**src/lcdb_pkg.sv**
```systemverilog
// ****************************************************************
// Shared constants and types of the segment display driver.
// ****************************************************************
package lcdb_pkg;

  // ****************************************************************
  // Clock rates and the sub-clock divider.
  // ****************************************************************
  localparam int unsigned SYS_CLK_HZ = 100_000_000;
  localparam int unsigned SUB_CLK_HZ = 32_768;
  // A whole number of system cycles per sub-clock tick, rounded down.
  localparam int unsigned SUB_DIV    = SYS_CLK_HZ / SUB_CLK_HZ;
  localparam int unsigned DIV_W      = 12;
  localparam logic [DIV_W-1:0] DIV_LAST = DIV_W'(SUB_DIV - 1);

  // ****************************************************************
  // Geometry: four common lines, eight segment lines.
  // ****************************************************************
  localparam int unsigned NUM_COM = 4;
  localparam int unsigned NUM_SEG = 8;
  localparam int unsigned SLOT_W  = 2;
  localparam logic [SLOT_W-1:0] SLOT_LAST = 2'h3;

  // ****************************************************************
  // Register bus: word addresses.
  // ****************************************************************
  localparam int unsigned ADDR_W    = 4;
  localparam int unsigned DATA_W    = 8;
  localparam logic [ADDR_W-1:0] ADDR_CTRL     = 4'h0;
  localparam logic [ADDR_W-1:0] ADDR_STATUS   = 4'h1;
  // Display memory occupies addresses 8 to 15, one word per segment.
  localparam logic [ADDR_W-1:0] ADDR_MEM_BASE = 4'h8;
  localparam int unsigned       MEM_SEL_BIT   = 3;

  // ****************************************************************
  // Control register layout (display_control_reg_zero).
  // ****************************************************************
  localparam int unsigned CTRL_EN_BIT    = 0;
  localparam int unsigned CTRL_WAVE_BIT  = 1;
  localparam int unsigned CTRL_SRC_LSB   = 2;
  localparam int unsigned CTRL_BIAS_BIT  = 4;

  // Source choices for C type bias.
  typedef enum logic [1:0] {
    SRC_SUPPLY_PIN = 2'h0,
    SRC_FIRST_PIN  = 2'h1,
    SRC_SECOND_PIN = 2'h2,
    SRC_INTERNAL   = 2'h3
  } lcdb_src_type;

  typedef struct packed {
    logic         bias_style_select;   // 1 selects C type biasing.
    lcdb_src_type cbias_source_select;
    logic         wave_type_b;         // 1 selects the slower style.
    logic         display_drive_enable;
  } lcdb_ctrl_type;

  localparam lcdb_ctrl_type CTRL_RESET = '{1'b0, SRC_SUPPLY_PIN, 1'b0, 1'b0};

  // ****************************************************************
  // Drive level codes on the 1/3 bias ladder.
  // ****************************************************************
  typedef enum logic [1:0] {
    LVL_VSS = 2'h0,
    LVL_VC  = 2'h1,
    LVL_VB  = 2'h2,
    LVL_VA  = 2'h3
  } lcdb_level_type;

  // Output mode of the pads.
  typedef enum logic [1:0] {
    MODE_FLOAT,
    MODE_LOW,
    MODE_RUN
  } lcdb_mode_type;

endpackage : lcdb_pkg

```
**src/lcdb_driver.sv**
```systemverilog
`timescale 1ns/1ps
module lcdb_driver
  import lcdb_pkg::*;
(
  input  wire logic                                clk_sys,
  input  wire logic                                rst,
  input  wire logic [lcdb_pkg::ADDR_W-1:0]         reg_addr,
  input  wire logic [lcdb_pkg::DATA_W-1:0]         reg_wdata,
  input  wire logic                                reg_wr,
  input  wire logic                                reg_rd,
  output logic      [lcdb_pkg::DATA_W-1:0]         reg_rdata,
  input  wire logic                                sleep_mode,
  input  wire logic                                idle_mode,
  input  wire logic                                mcu_reset,
  input  wire logic                                wdt_reset,
  output lcdb_pkg::lcdb_level_type [lcdb_pkg::NUM_COM-1:0] com_level,
  output logic      [lcdb_pkg::NUM_COM-1:0]        com_oe,
  output lcdb_pkg::lcdb_level_type [lcdb_pkg::NUM_SEG-1:0] segment_output,
  output logic      [lcdb_pkg::NUM_SEG-1:0]        segment_oe,
  output logic                                     cbias_select,
  output lcdb_pkg::lcdb_src_type                   cbias_source,
  output logic                                     cpump_enable,
  output logic                                     cpump_boost
);
  import lcdb_pkg::*;

  // ****************************************************************
  // Reset qualification.
  // ****************************************************************
  logic          mcu_reset_eff;
  logic          drv_reset;
  lcdb_mode_type mode_d;

  // A watchdog time-out while idle or asleep only wakes the core, so
  // it must not float the glass.
  assign mcu_reset_eff = mcu_reset
                       & ~(wdt_reset & (idle_mode | sleep_mode));

  lcdb_ctrl_type ctrl_q;

  // Internal driver reset: enable cleared or the chip asleep.
  assign drv_reset = ~ctrl_q.display_drive_enable | sleep_mode;

  // Pick the pad mode; MCU reset has the highest priority.
  always_comb
  begin
    if (mcu_reset_eff)
    begin
      mode_d = MODE_FLOAT;
    end
    else if (drv_reset)
    begin
      mode_d = MODE_LOW;
    end
    else
    begin
      mode_d = MODE_RUN;
    end
  end

  // ****************************************************************
  // Register bus.
  // ****************************************************************
  logic wr_ctrl;
  logic wr_mem;

  assign wr_ctrl = reg_wr & (reg_addr == ADDR_CTRL);
  assign wr_mem  = reg_wr & reg_addr[MEM_SEL_BIT];

  // Control register; an MCU reset, unless it is a watchdog wake-up from idle or sleep, returns it to the power-on state.
  always_ff @(posedge clk_sys or posedge rst)
  begin
    if (rst)
    begin
      ctrl_q <= CTRL_RESET;
    end
    else if (mcu_reset_eff)
    begin
      ctrl_q <= CTRL_RESET;
    end
    else if (wr_ctrl)
    begin
      ctrl_q.display_drive_enable <= reg_wdata[CTRL_EN_BIT];
      ctrl_q.wave_type_b          <= reg_wdata[CTRL_WAVE_BIT];
      ctrl_q.cbias_source_select  <=
        lcdb_src_type'(reg_wdata[CTRL_SRC_LSB +: 2]);
      ctrl_q.bias_style_select    <= reg_wdata[CTRL_BIAS_BIT];
    end
  end

  // Display memory: one word per segment, one bit per common line.
  // It has no reset so that a glitch on rst cannot wipe the picture;
  // software must load it after power-up.
  logic [NUM_COM-1:0] mem_q [NUM_SEG];

  always_ff @(posedge clk_sys)
  begin
    if (wr_mem)
    begin
      mem_q[reg_addr[MEM_SEL_BIT-1:0]] <= reg_wdata[NUM_COM-1:0];
    end
  end

  // Sequencer state, declared here so that the status word can show it.
  logic [DIV_W-1:0]  div_q;
  logic              sub_tick;
  logic [SLOT_W-1:0] slot_q;
  logic              half_q;
  logic              frame_pol_q;
  lcdb_mode_type     mode_q;

  // Read data stand for exactly one cycle after the read strobe.
  always_ff @(posedge clk_sys or posedge rst)
  begin
    if (rst)
    begin
      reg_rdata <= '0;
    end
    else if (reg_rd)
    begin
      if (reg_addr == ADDR_CTRL)
      begin
        reg_rdata <= DATA_W'(ctrl_q);
      end
      else if (reg_addr == ADDR_STATUS)
      begin
        reg_rdata <= DATA_W'({mode_q == MODE_FLOAT, drv_reset,
                              frame_pol_q, half_q, slot_q});
      end
      else if (reg_addr[MEM_SEL_BIT])
      begin
        reg_rdata <= DATA_W'(mem_q[reg_addr[MEM_SEL_BIT-1:0]]);
      end
      else
      begin
        // Unmapped addresses read as zero.
        reg_rdata <= '0;
      end
    end
    else
    begin
      reg_rdata <= '0;
    end
  end

  // ****************************************************************
  // Sub-clock divider.
  // ****************************************************************
  assign sub_tick = (div_q == DIV_LAST);

  // Free-running so the frame rate does not depend on bus activity.
  always_ff @(posedge clk_sys or posedge rst)
  begin
    if (rst)
    begin
      div_q <= '0;
    end
    else if (sub_tick)
    begin
      div_q <= '0;
    end
    else
    begin
      div_q <= div_q + 1'b1;
    end
  end

  // ****************************************************************
  // Frame sequencer.
  // ****************************************************************
  // Style A splits every slot into a positive and a negative half, so
  // each slot is balanced on its own.  Style B spends one tick per
  // slot and flips polarity once per frame, which quarters the drive
  // frequency; the balance then holds over two frames.
  always_ff @(posedge clk_sys or posedge rst)
  begin
    if (rst)
    begin
      slot_q      <= '0;
      half_q      <= 1'b0;
      frame_pol_q <= 1'b0;
    end
    else if (mode_d != MODE_RUN)
    begin
      // A reset driver restarts at common line 0.
      slot_q      <= '0;
      half_q      <= 1'b0;
      frame_pol_q <= 1'b0;
    end
    else if (sub_tick)
    begin
      if (!ctrl_q.wave_type_b && !half_q)
      begin
        half_q <= 1'b1;
      end
      else
      begin
        half_q <= 1'b0;
        slot_q <= slot_q + 1'b1;
        if (slot_q == SLOT_LAST)
        begin
          frame_pol_q <= ~frame_pol_q;
        end
      end
    end
  end

  // ****************************************************************
  // Level selection.
  // ****************************************************************
  logic                                 pol;
  lcdb_level_type [NUM_COM-1:0]         com_d;
  lcdb_level_type [NUM_SEG-1:0]         seg_d;
  logic [NUM_SEG-1:0]                   seg_on;

  // Style A takes polarity from the half, style B from the frame.
  assign pol = ctrl_q.wave_type_b ? frame_pol_q : half_q;

  // Pixel state for the active common line of every segment.
  always_comb
  begin
    for (int s = 0; s < NUM_SEG; s++)
    begin
      seg_on[s] = mem_q[s][slot_q];
    end
  end

  // 1/3 bias: a selected pixel sees the full VA swing, any other pixel
  // only a third of it, with the sign reversed between polarities so
  // that the average across each pixel is zero.
  always_comb
  begin
    for (int c = 0; c < NUM_COM; c++)
    begin
      if (c == int'(slot_q))
      begin
        com_d[c] = pol ? LVL_VSS : LVL_VA;
      end
      else
      begin
        com_d[c] = pol ? LVL_VB : LVL_VC;
      end
    end
    for (int s = 0; s < NUM_SEG; s++)
    begin
      if (seg_on[s])
      begin
        seg_d[s] = pol ? LVL_VA : LVL_VSS;
      end
      else
      begin
        seg_d[s] = pol ? LVL_VC : LVL_VB;
      end
    end
  end

  // ****************************************************************
  // Pad registers.
  // ****************************************************************
  // Outputs float from power-on until the first clock after rst goes
  // away, matching the floating state of an MCU reset.
  always_ff @(posedge clk_sys or posedge rst)
  begin
    if (rst)
    begin
      mode_q         <= MODE_FLOAT;
      com_level      <= {NUM_COM{LVL_VSS}};
      segment_output <= {NUM_SEG{LVL_VSS}};
      com_oe         <= '0;
      segment_oe     <= '0;
    end
    else
    begin
      mode_q <= mode_d;
      case (mode_d)
        MODE_FLOAT:
        begin
          com_level      <= {NUM_COM{LVL_VSS}};
          segment_output <= {NUM_SEG{LVL_VSS}};
          com_oe         <= '0;
          segment_oe     <= '0;
        end
        MODE_LOW:
        begin
          com_level      <= {NUM_COM{LVL_VSS}};
          segment_output <= {NUM_SEG{LVL_VSS}};
          com_oe         <= '1;
          segment_oe     <= '1;
        end
        MODE_RUN:
        begin
          com_level      <= com_d;
          segment_output <= seg_d;
          com_oe         <= '1;
          segment_oe     <= '1;
        end
        default:
        begin
          com_level      <= {NUM_COM{LVL_VSS}};
          segment_output <= {NUM_SEG{LVL_VSS}};
          com_oe         <= '0;
          segment_oe     <= '0;
        end
      endcase
    end
  end

  // ****************************************************************
  // Bias supply control.
  // ****************************************************************
  // The pump is only useful when the source sits below the top of the
  // ladder, so the doubler stage stays off for the other sources.
  always_ff @(posedge clk_sys or posedge rst)
  begin
    if (rst)
    begin
      cbias_select <= 1'b0;
      cbias_source <= SRC_SUPPLY_PIN;
      cpump_enable <= 1'b0;
      cpump_boost  <= 1'b0;
    end
    else
    begin
      cbias_select <= ctrl_q.bias_style_select;
      cbias_source <= ctrl_q.cbias_source_select;
      cpump_enable <= ctrl_q.bias_style_select;
      cpump_boost  <= ctrl_q.bias_style_select &&
                      (ctrl_q.cbias_source_select == SRC_SUPPLY_PIN ||
                       ctrl_q.cbias_source_select == SRC_SECOND_PIN);
    end
  end

endmodule : lcdb_driver

```
**config.mk**
```make
export PLATFORM = sky130hd
export DESIGN_NAME = lcdb_driver
export DESIGN_NICKNAME = d
export VERILOG_FILES = /design/src/lcdb_pkg.sv /design/src/lcdb_driver.sv
export SDC_FILE = /design/constraint.sdc
export NUM_CORES = 1
export LEC_CHECK = 0
export BUFFER_PORTS_ARGS = -buffer_cell sky130_fd_sc_hd__buf_2
export CAP_MARGIN = 20
export CORE_MARGIN = 2
export CORE_UTILIZATION = 53
export CTS_BUF_LIST = sky130_fd_sc_hd__clkbuf_2 sky130_fd_sc_hd__clkbuf_4 sky130_fd_sc_hd__clkbuf_8
export DETAILED_ROUTE_END_ITERATION = 10
export PLACE_DENSITY = 0.79
export SYNTH_ARGS = -nofsm -noshare
export SYNTH_HDL_FRONTEND = slang
export SYNTH_SLANG_ARGS = --single-unit
```
**constraint.sdc**
```tcl
create_clock -name clk_sys -period 4.6 [get_ports clk_sys]
set_input_delay 0.46 -clock clk_sys [delete_from_list [all_inputs] [get_ports clk_sys]]
set_output_delay 0.46 -clock clk_sys [all_outputs]
set_load 0.02 [all_outputs]
```
==> impl_metrics.ini <==
[sta]
max_slew_margin_pct = 52.9
setup_violations = 0
fmax_ghz = 0.539
final-hold-violation-count = 0
fin_skew_ns = 0.00949
finalMaxSlewViolations = 0
min_period_ns = 1.86
tns_ns = 0
worstMarginPinSlew_ns = 0.687
period_share_pct = 40.4
rsz0062_at_grt = false

[critical_path]
arrival_ns = 2.12
cp.required_ns = 4.86
critPathLaunchType = flop
critPathCaptureType = flop
cp_max_fo = 13
worstSetupPathType = flop to flop

[clock_network]
cts_made_buffers = 9
cts.sinks = 80
clock_latency_ns = 0.34
cts.path.max_buffers = 2
cts_root_buf = clkbuf_8
clkTransAtPathRegs_ns = 0.07
cts_tree = yes
htree_levels = 3
post_cts_buffers = 0

[power]
p_sw_uw = 295
clock_power_share_pct = 40.0
p_comb_share_pct = 6.3
ir_drop_mv = 0.235
seqPwrFrac_pct = 53.6
p_sw_share_pct = 20.8
leakage_nw = 1.90
intPower_mw = 1.12
power.density_nw_per_um2 = 338
p_total_mw = 1.42

[route]
viasPerCell = 5.38
drt_wl_total_mm = 6.74
drc = 0
route.detailed.wl_per_inst_microns = 15.5
dr.pass1.iters = 4
vias = 2342
ant_nets = 0
drt_iter0_markers = 119

[global_route]
grt_pass1_wl_mm = 11.1
grt_remaining_overflow = 0
antenna_found_initial = 0
grt_use_total_pct = 19.1
grt_max_degree = 49
grt_pass1_vias = 2294

[yosys]
netlist_top_cells_area = dfrtp_1 (32%), edfxtp_1 (26%), mux4_2 (6.6%), mux2i_1 (5.1%), buf_4 (5.0%)
syn_inst = 296
ys.flop_type = dfrtp_1
synth_top_area_cell = dfrtp_1
synth_edf_count = 32
synth_top_area_share_pct = 31.9
synth_seq_area_share_pct = 57.5
synth_cell_type_count = 42
syn_area_sq_um = 3760
async_reset_ff_share_pct = 60.0
yosysWarnings = 0
synth-seq-cells = 80
syn-mean-instance-area_sq_um = 12.7

[outcome]
outcome = finished clean

[job]
max_cap_violations = 0

[finish]
layout_common_cells = buf_2 (63), dfrtp_1 (48), nor2_1 (35), edfxtp_1 (32), mux2i_1 (19)
antenna_cells = 0
synthToLayoutAreaGrowth_pct = 11.6
drive_above_1_share_pct = 28.0
final_common_cell = buf_2
nets = 361

[die]
initial_core_util_pct = 55.1
ios = 69
fp.dieW_microns = 88.3
core_area_sq_um = 6830
die_h_microns = 88.3
dieArea_sq_um = 7790
rows = 30

[placed_design]
gp_congestion = 0.810
dp_hpwl_mm = 4.87
port_buffers = 63

[min_path]
hold_class = input port to flop
state kept, by name (all words and copies together), names as in the netlist, 2 cells and up:
| register | cells |
|---|---|
| segment_output | 9 |
| com_level | 5 |
| slot_q | 2 |
| ctrl_q | 5 |
| reg_rdata | 6 |
| mode_q | 2 |
| mem_q | 32 |
| cbias_source | 2 |
| div_q | 12 |
critical path, cell delays in order (launching register included):
cell and delay (ns):
dfrtp_1 0.79, ha_1 0.25, inv_1 0.07, or4_1 0.50, a21oi_1 0.16
power by group through the flow:
stage / registers (mW) / clock network [mW] / logic, mW
6_report: 0.761 / 0.568 / 0.0898
5_1_grt: 0.762 / 0.605 / 0.0994
4_1_cts: 0.761 / 0.580 / 0.0882
3_5_place_dp: 0.776 / 0 / 0.0881
3_3_place_gp: 0.776 / 0 / 0.0869
2_1_floorplan: 0.780 / 0 / 0.0620
path summary, 6_finish.rpt:
check | start | end | slack [ns] | depth (start not counted)
worst max-delay path | slot_q[0] | frame_pol_q | 2.74 | 4
worst min-delay path | reg_wdata[4] | ctrl_q[4] | 0.36 | 3
worst max register to register | slot_q[0] | frame_pol_q | 2.74 | 4
worst min register to register | mode_q[1] | reg_rdata[5] | 0.41 | 1
max in group asynchronous | rst | div_q[3] | 3.65 | 4
min in group asynchronous | rst | com_level[3] | 0.53 | 3
per-layer routing:
metal | share of wire, % | GRT usage [%]
met1 | 46 | 26.9
met2 | 45 | 29.7
met3 | 6.8 | 3.73
met4 | 1.9 | 7.44
met5 | 0 | 0
cell usage after synthesis (all sizes together) (3+ instances only):
cell type / count
dfrtp: 48
nor2: 35
buf: 33
edfxtp: 32
mux2i: 19
nand2: 16
mux4: 12
xnor2: 11
inv: 8
nand4: 8
o21ai: 7
clkbuf: 6
ha: 6
nand3: 6
nor2b: 6
xor2: 6
a21oi: 5
o22ai: 4
and2: 3
and4: 3
cells by family (layout without fill, tap and decap cells):
kind of cell / count (synthesis) / after routing / share of synthesized area, %
AO/OA/AOI/OAI: 23 / 23 / 3.69
XOR/XNOR: 17 / 17 / 3.96
adder cells (fa/ha/maj): 6 / 6 / 2.00
buffers and inverters: 47 / 89 / 7.78
flip-flops: 80 / 80 / 57.5
multiplexers: 31 / 31 / 12.3
other: 1 / 2 / 0.0997
AND/OR/NAND/NOR: 91 / 91 / 12.7
area by class of cell:
class / count / area [sq um]
Fill cell: 556 / 2630
Timing Repair Buffer: 66 / 353
Sequential cell: 80 / 2160
Inverter: 8 / 30.0
Clock buffer: 12 / 159
Tap cell: 96 / 120
Multi-Input combinational cell: 170 / 1310
Clock inverter: 3 / 65.1
through the flow:
| step | hold WS, ns | utilization [%] | instance area [sq um] | cells | setup slack, ns |
|---|---|---|---|---|---|
| 2_1_floorplan | 0.373 | - | 3770 | 297 | 2.87 |
| 3_3_place_gp | 0.394 | 57.8 | 3950 | 418 | 2.52 |
| 3_5_place_dp | 0.400 | 57.8 | 3950 | 418 | 2.50 |
| 4_1_cts | 0.358 | 61.0 | 4170 | 433 | 2.74 |
| 5_1_grt | 0.384 | 61.5 | 4200 | 435 | 2.62 |
| 6_report | 0.365 | 61.5 | 4200 | 435 | 2.74 |
timing repair:
action                                 4_1_cts  5_1_grt
hold buffers                                 0        1
endpoints found under the hold margin        0        3
gates resized for setup                      0        0
No activity file was read; power rests on OpenSTA's default activity.
